==> src/hdl/rgc_pkg.sv <==
// Constants and types shared by the reset generation cascade
package rgc_pkg;

    localparam int unsigned NUM_OUT = 28;
    localparam int unsigned NUM_CAUSE = 4;
    localparam int unsigned CNT_W = 8;
    localparam logic [CNT_W-1:0] STRETCH_CYCLES = 8'h10;
    localparam int unsigned KEY_W = 16;
    // Unlock key value is arbitrary
    localparam logic [KEY_W-1:0] UNLOCK_KEY = 16'hA5C3;

    // Reset values of the source-monitor flags: power-on is the first cause
    localparam logic [NUM_CAUSE-1:0] CAUSE_RESET = 4'h1;
    localparam int unsigned CAUSE_POR = 0;
    localparam int unsigned CAUSE_PIN = 1;
    localparam int unsigned CAUSE_WDOG = 2;
    localparam int unsigned CAUSE_SW = 3;

    typedef enum logic [4:0] {
        RGC_POR = 5'h00,
        RGC_UNIT = 5'h01,
        RGC_CLKDOM = 5'h02,
        RGC_COLD = 5'h03,
        RGC_WARM = 5'h04,
        RGC_SYSCTRL = 5'h05,
        RGC_CFGID = 5'h06,
        RGC_ESRAM = 5'h07,
        RGC_SMEM = 5'h08,
        RGC_GEN_BRIDGE = 5'h09,
        RGC_PERIPH_BRIDGE = 5'h0A,
        RGC_GPIO = 5'h0B,
        RGC_UART = 5'h0C,
        RGC_PTIMER = 5'h0D,
        RGC_SPI = 5'h0E,
        RGC_VNET_BRIDGE = 5'h0F,
        RGC_CAN = 5'h10,
        RGC_LIN = 5'h11,
        RGC_MS_BRIDGE = 5'h12,
        RGC_PWM = 5'h13,
        RGC_ADC = 5'h14,
        RGC_MS_TIMER = 5'h15,
        RGC_I2C = 5'h16,
        RGC_ENCODER = 5'h17,
        RGC_DMA = 5'h18,
        RGC_USB = 5'h19,
        RGC_INTCTRL = 5'h1A,
        RGC_CPU_BUS = 5'h1B
    } rgc_out_t;

endpackage : rgc_pkg

==> src/hdl/rgc_rst_if.sv <==
// Source and stretched-reset pair between the cascade and one stretcher
interface rgc_rst_if;
    logic src_act;
    logic rst_act_n;
    modport unit (output src_act, input rst_act_n);
    modport stretcher (input src_act, output rst_act_n);
endinterface : rgc_rst_if

==> src/hdl/rgc_top.sv <==
// Reset generation cascade: source OR tree, stretchers, monitor and guarded software requests
module rgc_top
    import rgc_pkg::*;
#(
    parameter logic [rgc_pkg::CNT_W-1:0] STRETCH = rgc_pkg::STRETCH_CYCLES
)
(
    input wire logic sys_clk,
    input wire logic rst_n,
    input wire logic ext_reset_n,
    input wire logic wdog_timeout,
    input wire logic sw_key_valid,
    input wire logic [rgc_pkg::KEY_W-1:0] sw_key,
    input wire logic sw_req_valid,
    input wire logic [rgc_pkg::NUM_OUT-1:0] sw_req,
    input wire logic [rgc_pkg::NUM_CAUSE-1:0] cause_clr,
    output logic [rgc_pkg::NUM_OUT-1:0] rst_out_n,
    output logic [rgc_pkg::NUM_CAUSE-1:0] cause_flags,
    output logic sw_unlocked
);

    import rgc_pkg::*;

    // Parent level in the cascade; memory-side resets hang off cold, the rest off warm
    function automatic int unsigned parent_of(input int unsigned idx);
        case (idx)
            int'(RGC_UNIT): parent_of = int'(RGC_POR);
            int'(RGC_CLKDOM): parent_of = int'(RGC_UNIT);
            int'(RGC_COLD): parent_of = int'(RGC_CLKDOM);
            int'(RGC_WARM): parent_of = int'(RGC_COLD);
            int'(RGC_SYSCTRL): parent_of = int'(RGC_COLD);
            int'(RGC_CFGID): parent_of = int'(RGC_COLD);
            int'(RGC_ESRAM): parent_of = int'(RGC_COLD);
            int'(RGC_SMEM): parent_of = int'(RGC_COLD);
            default: parent_of = int'(RGC_WARM);
        endcase
    endfunction : parent_of

    logic pin_s1_q;
    logic pin_s2_q;
    logic unlocked_q;
    logic [NUM_OUT-1:0] sw_hold_q;
    logic [NUM_CAUSE-1:0] cause_q;
    logic [NUM_OUT-1:0] src_w;
    logic [NUM_OUT-1:0] out_n_w;

    // Pull-up lives in the pad; an undriven pin arrives here high
    wire pin_act = ~pin_s2_q;
    wire unit_rst_n = out_n_w[RGC_UNIT];
    wire key_ok = sw_key_valid && (sw_key == UNLOCK_KEY);
    wire req_take = sw_req_valid && unlocked_q;
    // Power-on output may not be asked for by software
    wire [NUM_OUT-1:0] req_bits = sw_req & ~(28'h0000001);

    // Pin passes two flops; its own release is stretched further downstream
    always_ff @(posedge sys_clk or negedge rst_n)
    begin
        if (!rst_n)
        begin
            pin_s1_q <= 1'b1;
            pin_s2_q <= 1'b1;
        end
        else
        begin
            pin_s1_q <= ext_reset_n;
            pin_s2_q <= pin_s1_q;
        end
    end

    // Key opens one request, then protection re-arms
    always_ff @(posedge sys_clk or negedge unit_rst_n)
    begin
        if (!unit_rst_n)
        begin
            unlocked_q <= 1'b0;
            sw_hold_q <= '0;
        end
        else
        begin
            if (req_take)
            begin
                unlocked_q <= 1'b0;
            end
            else if (key_ok)
            begin
                unlocked_q <= 1'b1;
            end
            sw_hold_q <= req_take ? req_bits : '0;
        end
    end

    // Source OR per output; cascade uses the parent's stretched state
    always_comb
    begin
        src_w = '0;
        src_w[RGC_POR] = 1'b0;
        for (int unsigned i = 1; i < NUM_OUT; i++)
        begin
            src_w[i] = ~out_n_w[parent_of(i)] | sw_hold_q[i];
        end
        src_w[RGC_UNIT] = src_w[RGC_UNIT] | pin_act;
        src_w[RGC_CLKDOM] = src_w[RGC_CLKDOM] | wdog_timeout;
    end

    // Each subsystem has its own stretcher, so those below cold and warm (outputs 5 to 27) can be reset alone
    for (genvar g = 0; g < NUM_OUT; g++)
    begin : g_chan
        rgc_rst_if rif ();
        assign rif.src_act = src_w[g];
        assign out_n_w[g] = rif.rst_act_n;
        // Runs on the always-on oscillator clock, never gated
        rgc_stretch #(.STRETCH(STRETCH)) u_stretch (
            .sys_clk(sys_clk),
            .rst_n(rst_n),
            .rif(rif)
        );
    end

    // Monitor survives every reset but power-on; a new event beats a clear
    always_ff @(posedge sys_clk or negedge rst_n)
    begin
        if (!rst_n)
        begin
            cause_q <= CAUSE_RESET;
        end
        else
        begin
            cause_q[CAUSE_POR] <= cause_q[CAUSE_POR] & ~cause_clr[CAUSE_POR];
            cause_q[CAUSE_PIN] <= pin_act | (cause_q[CAUSE_PIN] & ~cause_clr[CAUSE_PIN]);
            cause_q[CAUSE_WDOG] <= wdog_timeout | (cause_q[CAUSE_WDOG] & ~cause_clr[CAUSE_WDOG]);
            cause_q[CAUSE_SW] <= req_take | (cause_q[CAUSE_SW] & ~cause_clr[CAUSE_SW]);
        end
    end

    // Warm sources CAN and CPU/bus like the rest, cold-only domains untouched
    // Cold drives its own memory-side group
    assign rst_out_n = out_n_w;
    assign cause_flags = cause_q;
    assign sw_unlocked = unlocked_q;

endmodule : rgc_top

==> src/hdl/rgc_stretch.sv <==
// One reset channel: asynchronous assertion, synchronised and stretched release
module rgc_stretch
    import rgc_pkg::*;
#(
    parameter logic [rgc_pkg::CNT_W-1:0] STRETCH = rgc_pkg::STRETCH_CYCLES
)
(
    input wire logic sys_clk,
    input wire logic rst_n,
    rgc_rst_if.stretcher rif
);

    logic s1_q;
    logic s2_q;
    logic [CNT_W-1:0] cnt_q;
    logic out_n_q;
    wire arst_n = rst_n & ~rif.src_act;
    wire done = (cnt_q == STRETCH - 8'h01);

    // Source drops straight into the async clear, so assertion needs no clock
    always_ff @(posedge sys_clk or negedge arst_n)
    begin
        if (!arst_n)
        begin
            s1_q <= 1'b0;
            s2_q <= 1'b0;
        end
        else
        begin
            s1_q <= 1'b1;
            s2_q <= s1_q;
        end
    end

    // Release only after the synchronised removal plus the stretch count
    always_ff @(posedge sys_clk or negedge arst_n)
    begin
        if (!arst_n)
        begin
            cnt_q <= '0;
            out_n_q <= 1'b0;
        end
        else
        begin
            if (s2_q && !done)
            begin
                cnt_q <= cnt_q + 8'h01;
            end
            out_n_q <= s2_q && done;
        end
    end

    assign rif.rst_act_n = out_n_q;

endmodule : rgc_stretch

==> config.mk <==
export PLATFORM = sky130hd
export DESIGN_NAME = rgc_top
export DESIGN_NICKNAME = d
export VERILOG_FILES = /design/src/hdl/rgc_pkg.sv /design/src/hdl/rgc_rst_if.sv /design/src/hdl/rgc_top.sv /design/src/hdl/rgc_stretch.sv
export SDC_FILE = /design/constraint.sdc
export NUM_CORES = 1
export LEC_CHECK = 0
export BUFFER_PORTS_ARGS = -buffer_cell sky130_fd_sc_hd__buf_4
export CAP_MARGIN = 30
export CORE_UTILIZATION = 30
export CTS_BUF_LIST = sky130_fd_sc_hd__clkbuf_16
export DETAILED_ROUTE_END_ITERATION = 6
export SLEW_MARGIN = 20
export SYNTH_ARGS = -nofsm -noshare
export SYNTH_HDL_FRONTEND = slang
export SYNTH_HIERARCHICAL = 1
export SYNTH_SLANG_ARGS = --single-unit
==> constraint.sdc <==
create_clock -name sys_clk -period 2.3 [get_ports sys_clk]
set_clock_uncertainty 0.05 [all_clocks]
set_input_delay 0.46 -clock sys_clk [delete_from_list [all_inputs] [get_ports sys_clk]]
set_output_delay 0.46 -clock sys_clk [all_outputs]
set_load 0.02 [all_outputs]
== After elaboration in Yosys (flattened, before gate mapping) ==
Cells that the tools add are included.

* Input port bits: 54
* Output and inout bits: 33
* Register bits after elaboration: 343
* Word-level logic and storage cells: 364

* Reduce and logical (&&, ||, !) cells: 87
* $add $sub $neg: 28
* Equal/unequal tests: 29
* Mux-type cells: 3
* Bitwise logic cells: 100

{| class="wikitable"
|+ Operators by type and width
! operator !! count
|-
| $add 8x1->8 const B || 28
|-
| $eq 8x4->1 const B || 28
|-
| $logic_and 1x1->1 || 58
|-
| $not 1->1 || 37
|-
| $or 1x1->1 || 32
|-
| $and 1x1->1 || 31
|-
| $logic_not 1->1 || 28
|-
| $mux 28 || 1
|-
| $eq 16x16->1 const B || 1
|-
| $mux 1 || 2
|-
| $reduce_bool 2->1 || 1
|}

== Longest topological paths before layout ==
Gate-level depths: netlist (run 1).

* Depth in word-level cells: 5
* Gate-level depth with buffers: 4
* Depth with buffers taken out: 4

== By module ==
Netlist (run 1), hierarchy kept.

{| class="wikitable"
|+ By module, submodules not included
! module !! cells each !! instances !! area an instance (sq um) !! seq. area each (sq um)
|-
| rgc_stretch || 40 || 28 || 465.4 || 275.3
|-
| rgc_top || 140 || 1 || 1557.7 || 854.6
|}

== Worst setup path after synthesis (run 1) ==
Ideal clock, no wire load.

* Kind: reg2out
* Start point: register g_chan[1].u_stretch.out_n_q
* End point: output port rst_out_n[1] (netlist name)
* Required time: 1790 ps
* Arrival: 1192 ps
* Setup slack: 598 ps
* Buffers on the path: 1
* Stages on the path, launching flop included: 2
* Cells stage by stage: dfrtp_1 -> buf_4

{| class="wikitable"
|+ RTL lines
! item !! RTL line !! RTL
|-
| from (decl) || rgc_stretch.sv:16 || <nowiki>logic out_n_q;</nowiki>
|-
| from (signal assigned) || rgc_stretch.sv:49 || <nowiki>out_n_q <= s2_q && done;</nowiki>
|-
| to (decl) || rgc_top.sv:17 || <nowiki>output logic [rgc_pkg::NUM_OUT-1:0] rst_out_n,</nowiki>
|}

No word-level cell between the ends.

== Worst setup path in the final report (run 1) ==
* Start point: register unlocked_q, in the netlist sw_unlocked
* End point: output port sw_unlocked

{| class="wikitable"
|+ RTL lines
! item !! RTL line !! RTL
|-
| from (decl) || rgc_top.sv:41 || <nowiki>logic unlocked_q;</nowiki>
|-
| from (signal assigned) || rgc_top.sv:75 || <nowiki>unlocked_q <= 1'b0;</nowiki>
|-
| from (signal assigned) || rgc_top.sv:82 || <nowiki>unlocked_q <= 1'b0;</nowiki>
|-
| from (signal assigned) || rgc_top.sv:86 || <nowiki>unlocked_q <= 1'b1;</nowiki>
|-
| to (decl) || rgc_top.sv:19 || <nowiki>output logic sw_unlocked</nowiki>
|}

No word-level cell between the ends.

==> summary.md, run 1 <==
| Metric | Value |
|---|---|
| Hold buffers post-CTS | `5` |
| Switch Pwr | `5.56 mW` |
| Synth Area in Compound Gates | `7.65%` |
| Post-Synth Simple-Gate Area | `19.8%` |
| Power Dens Cells | `1040 mW/mm2` |
| Sequential fraction of the synthesis area | `58.7%` |
| Slew @ Worst Pin | `0.709 ns` |
| Cells after synthesis | `1260` |
| Antenna Violating Nets Remaining | `0` |
| Async S/R FF share, synth | `100%` |
| Reg area | `0.00856 mm2` |
| Post-CTS setup buffer count | `0` |
| Worst skew pair latency | `0.56 ns` |
| Final Hold Viols | `0` |
| Buf/Inv on CP | `1` |
| CORE AREA | `0.0478 mm2` |
| Adder-cell area share of the yosys netlist | `2.40%` |
| Share of cells above drive strength 1 | `16.4%` |
| Crit path max fanout | `17` |
| Critical path launch point type | `flop` |
| WL/cell | `12.9 um` |
| Mapped Nets | `1342` |
| Critical Path AT | `1.61 ns` |
| #FFs+latches synth | `342` |
| Largest net degree at the start of global routing | `35` |
| Leakage | `8.29 nW` |
| Filler instances | `4683` |
| Clk pwr share | `35.2%` |
| Comb pwr share | `19.4%` |
| H-tree levels | `2` |
| Clock root cell | `clkbuf_16` |
| Setup TNS | `0 ns` |
| Kind of critical path | `reg -> out` |
| Count leader, synth | `dfrtp_1` |
| Ant. Diodes | `0` |
| Largest cells by area after synthesis | `dfrtp_1 58%, xnor2_1 5.0%, nand3_1 3.9%, a21oi_1 2.9%, nor2_1 2.9%` |
| # DRC | `0` |
| GRT Total Usage | `10.9%` |
| Hold Path Class | `in -> reg` |
| Nature of the critical path endpoint | `output pin` |
| Mux contribution to synthesized area | `2.16%` |
| CTS Buf Count | `40` |
| Top delay family on crit path | `flip-flops` |
| Avg Vias per Cell | `4.63` |
| DRT Wirelength | `26200 um` |
| Max cap viols | `0` |
| Worst ir drop on vdd | `0.448 mV` |
| Max clock buf depth | `3` |
| RSZ-0062 raised after global routing | `no` |
| # setup viols final | `0` |
| Nets | `1471` |
| YS warnings | `6` |
| Synthesized area per cell | `11.6 um2` |
| Register share of total power | `45.4%` |
| Post-Syn Area | `0.0146 mm2` |
| Leading area contributor after synthesis | `dfrtp_1` |
| DIE WIDTH | `223 um` |
| Sw frac | `30.7%` |
| Final Cycle Share | `92.3%` |
| Relative slew margins | `52.8%` |
| Int Power | `12.6 mW` |
| Minimum clock period | `2.12 ns` |
| Total gr overflow | `0` |
| First-pass GRT wire length | `44400 um` |
| CTS tree | `done` |
| Crit-path cells | `buf_4` |
| CTS sink cnt | `342` |
| Std cell rows | `80` |
| Vias post-DR | `9432` |
| Max incr delay on CP | `0.79 ns` |
| Synth Flop Type | `dfrtp_1` |
| Post-synth EDFFs | `0` |
| WHS | `0.0560 ns` |
| Die height | `223 um` |
| GPL Wtd Cong | `0.787` |
| Multi-input logic area | `0.00576 mm2` |
| Buffers added on ports | `85` |
| Iter 0 DRT Violations | `303` |
| Final core utilization | `36.3%` |
| Clock transition at path regs | `0.06 ns` |
| Post-Synth XOR/XNOR Area | `6.72%` |
| Initial Util | `30.5%` |
| Pre-antenna DRT Iters | `5` |
| Vias in the first global route | `9318` |
| Final Max Slew Viols | `0` |
| Yosys cell types | `33` |
| Largest family of logic cells by synthesized area | `simple AND/OR/NAND/NOR gates` |
| Post-detail-place hpwl | `17800 um` |
| Ports | `87` |
| Synth top area share | `58.1%` |
| Initial antenna violation count | `1` |
| Die footprint | `0.0495 mm2` |
| Top achievable clock speed | `471 MHz` |
| PostCTS Resize Cnt | `0` |
| Area Overhead vs Synth | `19.0%` |
| Top post-synthesis cells by count | `339 x dfrtp_1, 114 x nand3_1, 112 x nor2_1` |
| CP Data Required Time | `1.79 ns` |
| CP max-delay cell | `dfrtp_1` |
| Status | `complete, no violations` |
logic make-up after synthesis:
group / Yosys count
simple gates: 510
flops: 342
compound gates: 172
xor+xnor: 112
buf+inv: 39
other cells: 29
fa+ha+maj: 28
mux: 28
routing by layer:
metal	track usage, %	part of all wire (%)
met2	17.3	46
met4	4.29	2.9
met1	14.0	47
met3	2.99	4.5
met5	0	0
metrics by stage:
stage	instances	setup WS, ns	area [um2]	power [mW]
floorplan	1260	0.283	14600	10.9
global placement	1957	0.637	16000	11.7
finish	2035	0.178	17400	18.1
detailed placement	1957	0.608	16000	11.9
global route	2035	0.0562	17400	19.4
CTS	2035	0.109	17400	18.5
cell type report:
cell class | count | area share, %
clock buffers | 41 | 5.91
clock inverters | 32 | 1.75
inverters | 4 | 0.0865
multi-input cells | 879 | 33.2
flip-flops and latches | 342 | 49.3
well taps | 615 | 4.43
repair buffers | 122 | 5.35
worst paths after layout:
| kind | slack (ns) | endpoint | cells past startpoint | from |
|---|---|---|---|---|
| min in group asynchronous | 0.32 | sw_hold_q[7]$_DFF_PN0_ | 1 | g_chan[1].u_stretch/rif.rst_act_n$_DFF_PN0_ |
| setup reg to reg | 0.60 | g_chan[3].u_stretch/cnt_q[1]$_DFFE_PN0P_ | 3 | g_chan[3].u_stretch/cnt_q[6]$_DFFE_PN0P_ |
| setup / recovery | 0.18 | sw_unlocked | 1 | sw_unlocked$_DFFE_PN0P_ |
| hold reg to reg | 0.30 | g_chan[17].u_stretch/s2_q$_DFF_PN0_ | 0 | g_chan[17].u_stretch/s1_q$_DFF_PN0_ |
| max in group asynchronous | 1.09 | g_chan[26].u_stretch/cnt_q[2]$_DFFE_PN0P_ | 4 | rst_n |
| hold / removal | 0.06 | cause_flags[2]$_DFF_PN0_ | 2 | wdog_timeout |
state kept, by name, summed over array words and instances (netlist names):
register and cells:
sw_hold_q 27, g_chan.u_stretch/rif.rst_act_n 28, pin_s2_q 1, g_chan.u_stretch/s2_q 28
pin_s1_q 1, sw_unlocked 1, g_chan.u_stretch/cnt_q 224, g_chan.u_stretch/s1_q 28
cause_flags 4
cell usage in the layout, fill, tap and decap left out, types with 5 or more instances in the layout:
cell,instances
dfrtp_1,338
buf_4,117
nand3_1,114
nor2_1,112
xnor2_1,84
a21oi_1,84
and3_1,55
clkbuf_16,41
nor2b_1,29
a21o_1,29
nand2_1,29
nor4_1,29
conb_1,29
or4_4,28
nand4_1,28
o21ai_2,28
xor2_1,28
and4_1,28
nor3_1,28
a21boi_0,28
mux2_1,28
ha_1,28
nand2b_1,22
clkinv_1,12
inv_1,11
bufinv_16,5
dlygate4sd3_1,5
power groups by stage:
stage	logic, mW	clock network (mW)	registers [mW]
global route	4.07	6.90	8.44
detailed placement	3.58	0	8.34
global placement	3.41	0	8.28
floorplan	2.80	0	8.09
finish	3.51	6.38	8.24
CTS	3.61	6.66	8.24
Power figures use the tool's default switching activity.
==> run 2, diff against run 1 <==
--- a/config.mk
+++ b/config.mk
@@ -7,6 +7,7 @@
 export LEC_CHECK = 0
 export BUFFER_PORTS_ARGS = -buffer_cell sky130_fd_sc_hd__buf_4
 export CAP_MARGIN = 30
+export CORE_ASPECT_RATIO = 1.25
 export CORE_UTILIZATION = 30
 export CTS_BUF_LIST = sky130_fd_sc_hd__clkbuf_16
 export DETAILED_ROUTE_END_ITERATION = 6
==> run 2 against run 1 <==
Cell count rose by 0.98%. Worst hold slack got worse by 0.0017 ns. Sequential cell count did not move. Fmax rose by 17%. Worst setup slack improved by 0.31 ns. Sequential share of layout area rose by 0.43 points. Die area barely moved. First-iteration DRC count fell by 5.3%. Sequential power barely moved. Via count fell by 0.29%. Critical path type unchanged.
==> summary.md, run 2 (synthesized netlist as in run 1, its figures left out) <==
| Metric | Value |
|---|---|
| Final Instance Area | `0.0172 mm2 (-0.88%)` |
| DRT Wirelength | `25700 um (-1.6%)` |
| Final Max Slew Viols | `0 (unchanged)` |
| H-tree levels | `2 (unchanged)` |
| Buf/Inv on CP | `1 (unchanged)` |
| First-pass GRT wire length | `44400 um (about the same)` |
| CP Data Required Time | `1.79 ns (about the same)` |
| Initial antenna violation count | `0 (-1)` |
| Max clock buf depth | `3 (unchanged)` |
| # DRC | `0 (unchanged)` |
| Worst ir drop on vdd | `0.570 mV (+27%)` |
| Top delay family on crit path | `flip-flops` |
| Critical Path AT | `1.30 ns (-0.31 ns)` |
| Kind of critical path | `reg -> out` |
| Max cap viols | `0 (unchanged)` |
| Status | `complete, no violations` |
| Largest net degree at the start of global routing | `35 (unchanged)` |
| Slew @ Worst Pin | `0.511 ns (-0.197 ns)` |
| Relative slew margins | `65.6% (+13 points)` |
| Setup TNS | `0 ns (unchanged)` |
| Post-detail-place hpwl | `17900 um (+0.42%)` |
| Antenna Violating Nets Remaining | `0 (unchanged)` |
| GPL Wtd Cong | `0.775 (-1.5%)` |
| Ports | `87 (unchanged)` |
| DIE WIDTH | `199 um (-10%)` |
| Crit-path cells | `buf_4` |
| PostCTS Resize Cnt | `0 (unchanged)` |
| Nets | `1466 (-0.34%)` |
| Std cell rows | `90 (+13%)` |
| Clock root cell | `clkbuf_16` |
| Int Power | `12.0 mW (-4.3%)` |
| Pre-antenna DRT Iters | `5 (unchanged)` |
| Register share of total power | `47.3% (+1.9 points)` |
| Largest register FFs | `224 (unchanged)` |
| Critical path launch point type | `flop` |
| # setup viols final | `0 (unchanged)` |
| Iter 0 DRT Violations | `287 (-5.3%)` |
| Biggest register | `g_chan.u_stretch/cnt_q` |
| Commonest non-fill, non-tap cell in the layout | `dfrtp_1` |
| WL/cell | `12.5 um (-2.6%)` |
| CTS tree | `done` |
| Power, Total | `17.4 mW (-4.0%)` |
| Vias post-DR | `9405 (-0.29%)` |
| CTS sink cnt | `342 (unchanged)` |
| Most frequent cells in the layout | `339 x dfrtp_1, 116 x buf_4, 114 x nand3_1, 112 x nor2_1` |
| Switch Pwr | `5.36 mW (-3.6%)` |
| Hold Path Class | `in -> reg` |
| Die footprint | `0.0495 mm2 (about the same)` |
| Nature of the critical path endpoint | `output pin` |
| Filler instances | `4753 (+1.5%)` |
| Avg Vias per Cell | `4.58 (-1.3%)` |
| Place WS | `0.608 ns (-0.000113 ns)` |
| Reg area | `0.00856 mm2 (about the same)` |
| RSZ-0062 raised after global routing | `no` |
| CORE AREA | `0.0481 mm2 (+0.50%)` |
| Total gr overflow | `0 (unchanged)` |
| CTS Buf Count | `38 (-5.0%)` |
| Top achievable clock speed | `552 MHz (+17%)` |
| Clk pwr share | `32.8% (-2.4 points)` |
| GRT Total Usage | `10.9% (+0.030 points)` |
| Sw frac | `30.8% (+0.16 points)` |
| CP max-delay cell | `dfrtp_1` |
| Die height | `249 um (+12%)` |
| Multi-input logic area | `0.00576 mm2 (unchanged)` |
| Minimum clock period | `1.81 ns (-0.309 ns)` |
| Power Dens Cells | `1010 mW/mm2 (-3.2%)` |
| Worst skew pair latency | `0.53 ns (-0.03 ns)` |
| Final Hold Viols | `0 (unchanged)` |
| Vias in the first global route | `9319 (+0.011%)` |
| Initial Util | `30.3% (-0.15 points)` |
| Final Cycle Share | `78.8% (-13 points)` |
| Clock transition at path regs | `0.06 ns (about the same)` |
| Buffers added on ports | `85 (unchanged)` |
| Comb pwr share | `20.0% (+0.6 points)` |
| Final worst-path setup slack | `0.487 ns (+0.309 ns)` |
| Share of cells above drive strength 1 | `16.0% (-0.39 points)` |
| Area Overhead vs Synth | `18.0%` |
| Placed cell area | `0.0160 mm2 (+0.17%)` |
| Max incr delay on CP | `0.55 ns (-0.24 ns)` |
| Ant. Diodes | `0 (unchanged)` |
| Leakage | `8.19 nW (-1.2%)` |
| Crit path max fanout | `10 (-7)` |
==> run 2: changes by cell type in the layout (fill, tap and decap cells not counted) <==
cell,delta
bufinv_16,-3
clkinvlp_4,+2
buf_4,-1
dfrtp_1,+1
inv_16,-1
inv_1,-1
clkbuf_16,-2
inv_8,-1
dlygate4sd3_1,-2
dfrtp_2,-1
==> run 2: path summary, 6_finish.rpt <==
check                                                       startpoint                                   endpoint  slack (ns)  cells past startpoint
max                                            sw_unlocked$_DFFE_PN0P_                                sw_unlocked        0.49                      1
min                                                       cause_clr[1]                   cause_flags[1]$_DFF_PN0_        0.05                      2
max reg2reg                  g_chan[20].u_stretch/cnt_q[5]$_DFFE_PN0P_  g_chan[20].u_stretch/cnt_q[1]$_DFFE_PN0P_        0.60                      3
min reg2reg                g_chan[1].u_stretch/rif.rst_act_n$_DFF_PN0_                     sw_hold_q[1]$_DFF_PN0_        0.09                      0
max in group asynchronous  g_chan[1].u_stretch/rif.rst_act_n$_DFF_PN0_         g_chan[2].u_stretch/s1_q$_DFF_PN0_        1.11                      3
min in group asynchronous  g_chan[1].u_stretch/rif.rst_act_n$_DFF_PN0_                     sw_hold_q[1]$_DFF_PN0_        0.09                      0
==> run 2: what timing repair did <==
item / CTS / global route
endpoints found under the hold margin: 5 / 0
hold buffers: 3 / 0
setup buffers: 0 / 0
==> run 2: area by class of cell <==
class	instances	area share (%)
clock buffer	39	5.67
clock inverter	28	1.13
multi-input combinational	879	33.5
sequential	342	49.7
tap	644	4.68
timing repair buffer	119	5.23
inverter	4	0.0872
==> run 2: through the flow <==
step | std cells | utilization (%) | hold slack [ns]
floorplan | 1260 | - | 0.114
finish | 2055 | 35.8 | 0.0544
global placement | 1985 | 33.3 | 0.0928
detailed placement | 1985 | 33.3 | 0.0955
CTS | 2055 | 35.8 | 0.0202
global route | 2055 | 35.8 | 0.0382
==> run 2: layer usage <==
layer	share of wire [%]	global-route usage, %	vias up
li1	-	-	4662
met1	46	13.9	4597
met2	48	18.2	104
met3	3.6	2.31	42
met4	2.4	3.74	0
met5	0	0	-
==> run 2: power by group through the flow <==
stage | Combinational (mW) | Clock (mW) | Sequential [mW]
2_1_floorplan | 2.80 | 0 | 8.09
3_3_place_gp | 3.39 | 0 | 8.27
3_5_place_dp | 3.56 | 0 | 8.33
4_1_cts | 3.59 | 5.98 | 8.23
5_1_grt | 4.04 | 6.22 | 8.43
6_report | 3.48 | 5.70 | 8.22
